[src/pkg/otm_pkg.sv]
// Constants, register map and types of the overflow timer
package otm_pkg;
	localparam int OTM_ADDR_W = 4;
	localparam logic [OTM_ADDR_W-1:0] OTM_OFS_CONTROL = 4'h4;
	localparam logic [OTM_ADDR_W-1:0] OTM_OFS_COUNT = 4'h8;
	localparam logic [OTM_ADDR_W-1:0] OTM_OFS_IFLAGS = 4'hc;
	localparam logic [OTM_ADDR_W-1:0] OTM_OFS_ICTRL = 4'h0;
	localparam int OTM_CTL_FORCE = 7;
	localparam int OTM_CTL_MODE_HI = 4;
	localparam int OTM_CTL_MODE_LO = 3;
	localparam int OTM_CTL_CS_HI = 2;
	localparam int OTM_INT_OVF = 0;
	localparam logic [7:0] OTM_CONTROL_RESET = 8'h00;
	localparam logic [7:0] OTM_CONTROL_RMASK = 8'h1f;
	localparam logic [7:0] OTM_COUNT_RESET = 8'h00;
	localparam logic OTM_LINE_RESET = 1'b0;
	localparam int OTM_PRESC_W = 10;
	localparam int OTM_TAP_64 = 5;
	localparam int OTM_TAP_256 = 7;
	localparam int OTM_TAP_1024 = 9;
	typedef enum logic [2:0] {
		OTM_CS_STOP = 3'h0,
		OTM_CS_CORE = 3'h1,
		OTM_CS_MOD = 3'h2,
		OTM_CS_DIV64 = 3'h3,
		OTM_CS_DIV256 = 3'h4,
		OTM_CS_DIV1024 = 3'h5,
		OTM_CS_EXT_FALL = 3'h6,
		OTM_CS_EXT_RISE = 3'h7
	} otm_cs_t;
	typedef enum logic [1:0] {
		OTM_OOM_NONE = 2'h0,
		OTM_OOM_TOGGLE = 2'h1,
		OTM_OOM_CLEAR = 2'h2,
		OTM_OOM_SET = 2'h3
	} otm_oom_t;
endpackage

[src/core/otm_prescaler.sv]
// Free-running prescaler with one-cycle tap enables
`timescale 1ns/1ns
module otm_prescaler
	import otm_pkg::*;
#(
	parameter int WIDTH = OTM_PRESC_W
) (
	input wire logic clk,
	input wire logic rst,
	output logic tick_64,
	output logic tick_256,
	output logic tick_1024
);
	logic [WIDTH-1:0] presc_reg;
	logic [WIDTH-1:0] presc_next;

	// A tap fires while it and the bits below it are all ones, the cycle before they wrap to zero
	function automatic logic tap_hit(input logic [WIDTH-1:0] v, input int top);
		logic hit;
		hit = 1'b1;
		for (int i = 0; i <= top; i++) begin
			hit = hit & v[i];
		end
		return hit;
	endfunction

	always_comb begin
		presc_next = presc_reg + 1'b1;
	end

	always_ff @(posedge clk) begin
		if (rst) begin
			presc_reg <= '0;
		end else begin
			presc_reg <= presc_next;
		end
	end

	assign tick_64 = tap_hit(presc_reg, OTM_TAP_64);
	assign tick_256 = tap_hit(presc_reg, OTM_TAP_256);
	assign tick_1024 = tap_hit(presc_reg, OTM_TAP_1024);
endmodule

[src/core/otm_timer.sv]
// Overflow timer: counter, clock select, output action, Avalon-MM slave
`timescale 1ns/1ns
module otm_timer
	import otm_pkg::*;
#(
	parameter int CNT_W = 8
) (
	input wire logic clk,
	input wire logic rst,
	input wire logic [OTM_ADDR_W-1:0] avs_address,
	input wire logic avs_read,
	input wire logic avs_write,
	input wire logic [31:0] avs_writedata,
	input wire logic [3:0] avs_byteenable,
	output logic [31:0] avs_readdata,
	output logic avs_waitrequest,
	input wire logic modulator_tick,
	input wire logic external_count_pin,
	output logic high_current_output_line,
	output logic irq
);
	logic tick_64;
	logic tick_256;
	logic tick_1024;

	otm_prescaler #(.WIDTH(OTM_PRESC_W)) u_presc (
		.clk(clk),
		.rst(rst),
		.tick_64(tick_64),
		.tick_256(tick_256),
		.tick_1024(tick_1024)
	);

	// Bus handshake: one wait cycle, answer in the second
	logic ack_reg;
	logic ack_next;
	logic [31:0] rdata_reg;
	logic [31:0] rdata_next;

	// Register state
	logic [2:0] cs_reg;
	logic [2:0] cs_next;
	logic [1:0] oom_reg;
	logic [1:0] oom_next;
	logic [CNT_W-1:0] cnt_reg;
	logic [CNT_W-1:0] cnt_next;
	logic ovf_flag_reg;
	logic ovf_flag_next;
	logic ovf_en_reg;
	logic ovf_en_next;
	logic line_reg;
	logic line_next;
	logic irq_reg;
	logic irq_next;

	// Pin synchroniser and edge history
	logic pin_s1_reg;
	logic pin_s1_next;
	logic pin_s2_reg;
	logic pin_s2_next;
	logic pin_s3_reg;
	logic pin_s3_next;
	logic pin_rise;
	logic pin_fall;

	// Waitrequest has a flop of its own
	logic wait_reg;
	logic wait_next;

	// Register write strobes
	logic lane0_wr;
	logic ctl_wr;
	logic cnt_wr;
	logic flags_wr;
	logic ien_wr;

	logic access;
	logic wr_fire;
	logic count_tick;
	logic overflow;
	logic force_ovf;
	logic act;
	logic [31:0] rd_mux;

	function automatic logic hit(input logic [OTM_ADDR_W-1:0] a, input logic [OTM_ADDR_W-1:0] o);
		return a == o;
	endfunction

	assign access = avs_read | avs_write;
	assign wr_fire = avs_write & ack_reg;

	// Byte lanes above 0 carry no register bits
	assign lane0_wr = wr_fire & avs_byteenable[0];
	assign ctl_wr = lane0_wr & hit(avs_address, OTM_OFS_CONTROL);
	assign cnt_wr = lane0_wr & hit(avs_address, OTM_OFS_COUNT);
	assign flags_wr = lane0_wr & hit(avs_address, OTM_OFS_IFLAGS);
	assign ien_wr = lane0_wr & hit(avs_address, OTM_OFS_ICTRL);

	// Pin is read as a level even when driven by this chip as an output
	always_comb begin
		pin_s1_next = external_count_pin;
		pin_s2_next = pin_s1_reg;
		pin_s3_next = pin_s2_reg;
	end

	// Reset level matches an idle low pin, so no false edge follows reset
	always_ff @(posedge clk) begin
		if (rst) begin
			pin_s1_reg <= 1'b0;
			pin_s2_reg <= 1'b0;
			pin_s3_reg <= 1'b0;
		end else begin
			pin_s1_reg <= pin_s1_next;
			pin_s2_reg <= pin_s2_next;
			pin_s3_reg <= pin_s3_next;
		end
	end

	// Only the settled stages feed the edge detector
	assign pin_rise = ~pin_s3_reg & pin_s2_reg;
	assign pin_fall = pin_s3_reg & ~pin_s2_reg;

	// Edges narrower than one clock would be missed by the sampler
	always_comb begin
		unique case (otm_cs_t'(cs_reg))
			OTM_CS_STOP: count_tick = 1'b0;
			OTM_CS_CORE: count_tick = 1'b1;
			OTM_CS_MOD: count_tick = modulator_tick;
			OTM_CS_DIV64: count_tick = tick_64;
			OTM_CS_DIV256: count_tick = tick_256;
			OTM_CS_DIV1024: count_tick = tick_1024;
			OTM_CS_EXT_FALL: count_tick = pin_fall;
			OTM_CS_EXT_RISE: count_tick = pin_rise;
		endcase
	end

	// A counter write this cycle wins over a count tick
	assign overflow = count_tick && (cnt_reg == {CNT_W{1'b1}})
		&& !(wr_fire && hit(avs_address, OTM_OFS_COUNT) && avs_byteenable[0]);
	assign force_ovf = wr_fire && hit(avs_address, OTM_OFS_CONTROL) && avs_byteenable[0]
		&& avs_writedata[OTM_CTL_FORCE];
	assign act = overflow | force_ovf;

	always_comb begin
		rd_mux = 32'h0000_0000;
		if (hit(avs_address, OTM_OFS_CONTROL)) begin
			rd_mux = {24'h00_0000, 3'h0, oom_reg, cs_reg};
		end else if (hit(avs_address, OTM_OFS_COUNT)) begin
			rd_mux = {{(32-CNT_W){1'b0}}, cnt_reg};
		end else if (hit(avs_address, OTM_OFS_IFLAGS)) begin
			rd_mux = {31'h0000_0000, ovf_flag_reg};
		end else if (hit(avs_address, OTM_OFS_ICTRL)) begin
			rd_mux = {31'h0000_0000, ovf_en_reg};
		end
	end

	always_comb begin
		ack_next = access & ~ack_reg;
		// Waitrequest low only in the acknowledge cycle
		wait_next = ~ack_next;
		rdata_next = rdata_reg;
		// Snapshot taken as the request is first seen
		if (avs_read && !ack_reg) begin
			rdata_next = rd_mux;
		end
	end

	// Waitrequest high in reset so no access is taken too early
	always_ff @(posedge clk) begin
		if (rst) begin
			ack_reg <= 1'b0;
			wait_reg <= 1'b1;
			rdata_reg <= 32'h0000_0000;
		end else begin
			ack_reg <= ack_next;
			wait_reg <= wait_next;
			rdata_reg <= rdata_next;
		end
	end

	// Control fields; the force bit is a strobe, never stored
	// Bits 6 and 5 are neither stored nor returned
	always_comb begin
		cs_next = cs_reg;
		oom_next = oom_reg;
		if (ctl_wr) begin
			cs_next = avs_writedata[OTM_CTL_CS_HI:0];
			oom_next = avs_writedata[OTM_CTL_MODE_HI:OTM_CTL_MODE_LO];
		end
	end

	always_ff @(posedge clk) begin
		if (rst) begin
			cs_reg <= OTM_CONTROL_RESET[OTM_CTL_CS_HI:0];
			oom_reg <= OTM_CONTROL_RESET[OTM_CTL_MODE_HI:OTM_CTL_MODE_LO];
		end else begin
			cs_reg <= cs_next;
			oom_reg <= oom_next;
		end
	end

	// Counter: a software write replaces the tick of the same cycle
	always_comb begin
		cnt_next = cnt_reg;
		if (count_tick) begin
			cnt_next = cnt_reg + 1'b1;
		end
		if (cnt_wr) begin
			cnt_next = avs_writedata[CNT_W-1:0];
		end
	end

	// Reset leaves the counter at zero
	always_ff @(posedge clk) begin
		if (rst) begin
			cnt_reg <= OTM_COUNT_RESET[CNT_W-1:0];
		end else begin
			cnt_reg <= cnt_next;
		end
	end

	// Interrupt flag and enable; irq follows the next values
	always_comb begin
		ovf_flag_next = ovf_flag_reg;
		ovf_en_next = ovf_en_reg;
		if (flags_wr && avs_writedata[OTM_INT_OVF]) begin
			ovf_flag_next = 1'b0;
		end
		if (ien_wr) begin
			ovf_en_next = avs_writedata[OTM_INT_OVF];
		end
		// Set wins over a same-cycle clear; forces never set it
		if (overflow) begin
			ovf_flag_next = 1'b1;
		end
		// Registered level, so the port has no gate behind it
		irq_next = ovf_flag_next & ovf_en_next;
	end

	always_ff @(posedge clk) begin
		if (rst) begin
			ovf_flag_reg <= 1'b0;
			ovf_en_reg <= 1'b0;
			irq_reg <= 1'b0;
		end else begin
			ovf_flag_reg <= ovf_flag_next;
			ovf_en_reg <= ovf_en_next;
			irq_reg <= irq_next;
		end
	end

	// Forced and real overflows share one action path
	// Uses the registered mode, so a same-write mode change waits
	always_comb begin
		line_next = line_reg;
		if (act) begin
			unique case (otm_oom_t'(oom_reg))
				OTM_OOM_NONE: line_next = line_reg;
				OTM_OOM_TOGGLE: line_next = ~line_reg;
				OTM_OOM_CLEAR: line_next = 1'b0;
				OTM_OOM_SET: line_next = 1'b1;
			endcase
		end
	end

	always_ff @(posedge clk) begin
		if (rst) begin
			line_reg <= OTM_LINE_RESET;
		end else begin
			line_reg <= line_next;
		end
	end

	assign avs_waitrequest = wait_reg;
	assign avs_readdata = rdata_reg;
	assign high_current_output_line = line_reg;
	assign irq = irq_reg;
endmodule

[config.mk]
export PLATFORM = sky130hd
export DESIGN_NAME = otm_timer
export DESIGN_NICKNAME = d
export VERILOG_FILES = /design/src/pkg/otm_pkg.sv /design/src/core/otm_prescaler.sv /design/src/core/otm_timer.sv
export SDC_FILE = /design/constraint.sdc
export NUM_CORES = 1
export LEC_CHECK = 0
export ABC_AREA = 1
export BUFFER_PORTS_ARGS = -buffer_cell sky130_fd_sc_hd__buf_4
export CELL_PAD_IN_SITES_DETAIL_PLACEMENT = 1
export CELL_PAD_IN_SITES_GLOBAL_PLACEMENT = 1
export CORE_MARGIN = 2
export CORE_UTILIZATION = 36
export DETAILED_ROUTE_END_ITERATION = 6
export HOLD_SLACK_MARGIN = 0.1
export PLACE_DENSITY_LB_ADDON = 0.2
export SLEW_MARGIN = 5
export SYNTH_ARGS = -nofsm -noshare
export SYNTH_HDL_FRONTEND = slang
export SYNTH_SLANG_ARGS = --single-unit
[constraint.sdc]
create_clock -name clk -period 2.7 [get_ports clk]
set_input_delay 0.405 -clock clk [delete_from_list [all_inputs] [get_ports clk]]
set_output_delay 0.405 -clock clk [all_outputs]
set_load 0.005 [all_outputs]
## Word level (Yosys, flattened, before mapping)

Cells that the tools add are included.

- Register bits after elaboration: 64
- Logic and storage cells: 84
- Output and inout port bits: 35
- Input port bits: 46

- Equality and inequality tests: 14
- $add $sub $neg: 2
- Reduce and logical (&&, ||, !) cells: 16
- Mux-type cells: 11
- Bitwise logic cells: 27

Operators with widths:

| cell | number |
|---|---|
| $mux 8 | 4 |
| $and 1x1->1 | 19 |
| $eq 3x3->1 const B | 4 |
| $add 10x1->10 const B | 1 |
| $logic_and 1x1->1 | 9 |
| $add 8x1->8 const B | 1 |
| $eq 4x4->1 const B | 2 |
| $eq 8x8->1 const B | 1 |
| $pmux 1 s8 | 1 |
| $eq 3x2->1 const B | 2 |
| $not 1->1 | 6 |
| $mux 1 | 5 |
| $eq 2x2->1 const B | 2 |
| $eq 4x3->1 const B | 1 |
| $logic_not 4->1 | 1 |
| $eq 3x1->1 const B | 1 |
| $logic_not 3->1 | 1 |
| $pmux 1 s3 | 1 |
| $eq 2x1->1 const B | 1 |
| $logic_not 1->1 | 2 |
| $logic_not 2->1 | 1 |
| $or 1x1->1 | 2 |
| $reduce_and 2->1 | 1 |
| $reduce_bool 2->1 | 1 |

## Depth between registers and ports, before layout

- Depth in word-level cells: 14
- Gate-level depth with buffers: 12
- Gate-level depth less buffers: 12

## Modules after synthesis

A second synthesis with hierarchy kept.

- Cell total of the unflattened synthesis: 282
- Area total of the unflattened synthesis: 2155.8 um^2

By module, submodules not included:

| module | times used | sequential area each (um^2) | area an instance (um^2) | cells each |
|---|---|---|---|---|
| otm_timer | 1 | 600.6 | 1695.4 | 220 |
| otm_prescaler | 1 | 200.2 | 460.4 | 62 |

## Least setup slack after synthesis

No wires, ideal clock.

- Path kind: register to register
- From: reg u_presc.presc_reg[0]
- To: reg ovf_flag_reg
- Path slack: 1.286 ns
- Buffers on the path: 0
- Setup time: 0.128 ns
- Stages on the path, launching flop included: 10
- Arrival time: 1.286 ns
- Data required time: 2.572 ns
- Clock period less this slack: 1.414 ns
- Cell sequence: dfxtp_1 -> ha_1 -> ha_1 -> nand4_1 -> nand3_1 -> nand2_1 -> inv_1 -> nand3_1 -> a21boi_0 -> nor2_1

- Cells in the longest elaborated chain, start to end: 13

RTL lines:

| what | line | text |
|---|---|---|
| start: declaration | otm_prescaler.sv:14 | `logic [WIDTH-1:0] presc_reg;` |
| start signal: assignment | otm_prescaler.sv:35 | `presc_reg <= presc_next;` |
| $and 1x1->1 * (5 in a row) | otm_prescaler.sv:22 | `hit = hit & v[i];` |
| $and 1x1->1 (4 in a row) | otm_prescaler.sv:22 |  |
| $pmux 1 s8 * | otm_timer.sv:125 | `unique case (otm_cs_t'(cs_reg))` |
| $logic_and 1x1->1 * | otm_timer.sv:138 | `assign overflow = count_tick && (cnt_reg == {CNT_W{1'b1}})` |
| $logic_and 1x1->1 * | otm_timer.sv:139 | `&& !(wr_fire && hit(avs_address, OTM_OFS_COUNT) && avs_byteenable[0]);` |
| $mux 1 * | otm_timer.sv:233 | `if (overflow) begin` |
| end signal: assignment | otm_timer.sv:246 | `ovf_flag_reg <= ovf_flag_next;` |
| end: declaration | otm_timer.sv:47 | `logic ovf_flag_reg;` |

Mark *: on every way between the ends. The rest lies on a longest branch, timed or not.
A chain may end at the register's enable or synchronous reset.

## Worst setup path in the final report

- From: reg cnt_reg[0]
- To: reg line_reg (netlist: high_current_output_line)

- Cells in the longest elaborated chain, start to end: 5

RTL lines:

| what | line | text |
|---|---|---|
| start: declaration | otm_timer.sv:45 | `logic [CNT_W-1:0] cnt_reg;` |
| start signal: assignment | otm_timer.sv:216 | `cnt_reg <= OTM_COUNT_RESET[CNT_W-1:0];` |
| start signal: assignment | otm_timer.sv:218 | `cnt_reg <= cnt_next;` |
| $eq 8x8->1 | otm_timer.sv:138 |  |
| $logic_and 1x1->1 | otm_timer.sv:138 |  |
| $logic_and 1x1->1 | otm_timer.sv:139 |  |
| $or 1x1->1 | otm_timer.sv:142 | `assign act = overflow \| force_ovf;` |
| $reduce_and 2->1 (no source line) | -- |  |
| end signal: assignment | otm_timer.sv:270 | `line_reg <= line_next;` |
| end: declaration | otm_timer.sv:51 | `logic line_reg;` |

No other way between the ends.

==> impl_metrics.tcl <==
set metrics [dict create \
    finalSetupViolations 0 \
    cp.required_ns 2.89 \
    slew_violations 0 \
    slew_headroom_pct 39.59 \
    hold_ws_ns 0.3115 \
    cts_max_level 2 \
    async_flop_share_pct 0 \
    leakage_nw 0.9744 \
    synth.largest_area_cell "dfxtp_1" \
    yosysSeqAreaShare_pct 39.31 \
    gp_congestion 0.7935 \
    drtIter0Drc 67 \
    syn_area_per_cell_um2 7.223 \
    std_cell_rows 27 \
    drive_above_1_share_pct 15.02 \
    crit_chain "ha_1 -> nand2_2 -> nor2_2 -> nand4_1 -> nor2_1 -> nand3_1 -> nand2_1 -> nand2_1 -> a21oi_1 -> nor2_1" \
    drcViolationCount 0 \
    total_power_mw 1.107 \
    fin_skew_ns 0.002916 \
    cp_slowest_cell "dfxtp_1" \
    die_w_um 79.22 \
    post_cts_resized 0 \
    pre_cts_slack_ns 0.8594 \
    antenna_found_initial 0 \
    grt_max_degree 26 \
    fmax_mhz 571.9 \
    cp_max_fo 5 \
    crit_path_max_incr_delay_ns 0.43 \
    irDropWorstVdd_v 0.0002089 \
    initial_core_util_pct 37.22 \
    cts.reportedPaths.clkPinSlew_ns 0.08 \
    post_drt_wl_per_cell_um 12.38 \
    path_buf_inv 0 \
    largest_register_ffs 10 \
    power.density_nw_per_um2 478.9 \
    postCtsSetupBuffers 0 \
    hold_buffers 0 \
    dieArea_um2 6276 \
    dp_hpwl_um 3669 \
    core_area_um2 5473 \
    io_pins 81 \
    wl_um 4766 \
    r2r-start "cnt_reg[0]$_SDFFE_PP0P_" \
    cp.arrival_ns 1.94 \
    yosys_warnings 0 \
    syn_area_um2 2037 \
    maxCapViolCount 0 \
    design_area_um2 2312 \
    clock_path_buffers 2 \
    routed_via_density 4.678 \
    fin_tns_setup_ns 0 \
    synthTopCellsByArea "dfxtp_1, buf_4, nand2_1" \
    grt_pass1_wl_um 8004 \
    finalCritPeriodShare_pct 64.76 \
    synth.top_cell.area_share_pct 39.31 \
    synth_most_common_cell "nand2_1" \
    route.antenna.remaining_nets 0 \
    nets 362 \
    cts_tree "built" \
    gr-total-overflow 0 \
    hold_viol 0 \
    grt_usage_pct 16.43 \
    critPathCaptureType "register" \
    cts_root_buffer "clkbuf_8" \
    dr.pass1.iters 4 \
    port_buffers 29 \
    synth.distinct_cells 29 \
    crit_path_start "cnt_reg[0]$_SDFFE_PP0P_" \
    hold_start "external_count_pin" \
    outcome "finished clean" \
    grt_pass1_vias 1685 \
    period_minus_slack_ns 1.749 \
    rsz0062_at_grt "false" \
    critPathLaunchType "register" \
    die_h_um 79.22 \
    num_vias 1801 \
    critPathKind "reg2reg" \
    hold_class "in2reg" \
    clock_latency_ns 0.29 \
    cts_buffers 5 \
    synth_cells 282 \
    placedInstanceArea_um2 2235 \
    diodes 0 \
    syn2layout_area_growth_pct 13.51 \
    crit_family "simple AND/OR/NAND/NOR gates" \
    fin_ws_ns 0.9515 \
    synthTopCellsByCount "nand2_1, dfxtp_1, inv_1" \
    numClockSinks 40 \
    synth-edff-count 0 \
    ys.flop_type "dfxtp_1" \
    tightestPinTransition_ns 0.9028 \
    ys_ff_latch 40 \
]
worst reg2reg max path: stages (launching register included):
cell     delay [ns]
dfxtp_1        0.43
ha_1           0.22
nand2_2        0.08
nor2_2         0.12
nand4_1        0.13
nor2_1         0.16
nand3_1        0.16
nand2_1        0.11
nand2_1        0.05
a21oi_1        0.12
nor2_1         0.05
metrics by stage:
stage	util, %	cells
final	42.25	385
after CTS	42.25	385
after global routing	42.25	385
after detailed placement	40.83	378
after floorplan	-	305
after global placement	40.83	378
where the power goes:
group | internal [mW] | switching [mW] | total [mW]
Sequential | 0.607 | 0.00973 | 0.617
Combinational | 0.0443 | 0.0598 | 0.104
Clock | 0.176 | 0.210 | 0.386
Total | 0.827 | 0.280 | 1.11
area by class of cell:
class	instances	area [um2]
clock buffer	6	72.57
clock inverter	1	5.005
fill	735	3161
inverter	39	146.4
multi-input combinational	198	979.7
sequential	40	800.8
tap	72	90.09
timing repair buffer	29	217.7
final timing paths:
path	end	slack (ns)	cells after the start
max	high_current_output_line$_SDFFE_PP0P_	0.95	10
min	pin_s1_reg$_SDFF_PP0_	0.31	3
max reg2reg	high_current_output_line$_SDFFE_PP0P_	0.95	10
min reg2reg	pin_s2_reg$_SDFF_PP0_	0.41	2
logic make-up after synthesis:
family,synth area share [%]
AO/OA/AOI/OAI,15.60
flip-flops,39.31
other,0.1841
XOR/XNOR,0.8601
AND/OR/NAND/NOR,25.37
buffers and inverters,16.83
adder cells (fa/ha/maj),1.843
cell usage in the layout, fill, tap and decap left out, drive strengths merged:
master	synthesis	layout
a211oi	5	5
a21boi	1	1
a21oi	16	16
a221oi	1	1
a31oi	3	3
and2	1	1
buf	25	29
clkbuf	3	6
clkinv	0	1
conb	1	24
dfxtp	40	40
ha	3	3
inv	39	39
nand2	49	49
nand3	14	14
nand4	5	5
nor2	37	37
nor3	5	5
nor3b	1	1
o21ai	26	26
o221ai	4	4
or2	1	1
xnor2	2	2
per-layer routing:
layer	global-route usage (%)	up-vias	share of wire, %
li1	-	932	-
met1	22.18	813	51
met2	25.59	50	42
met3	3.977	6	5.6
met4	5.690	0	1.7
met5	0	-	0
No activity file was read; power rests on OpenSTA's default activity.
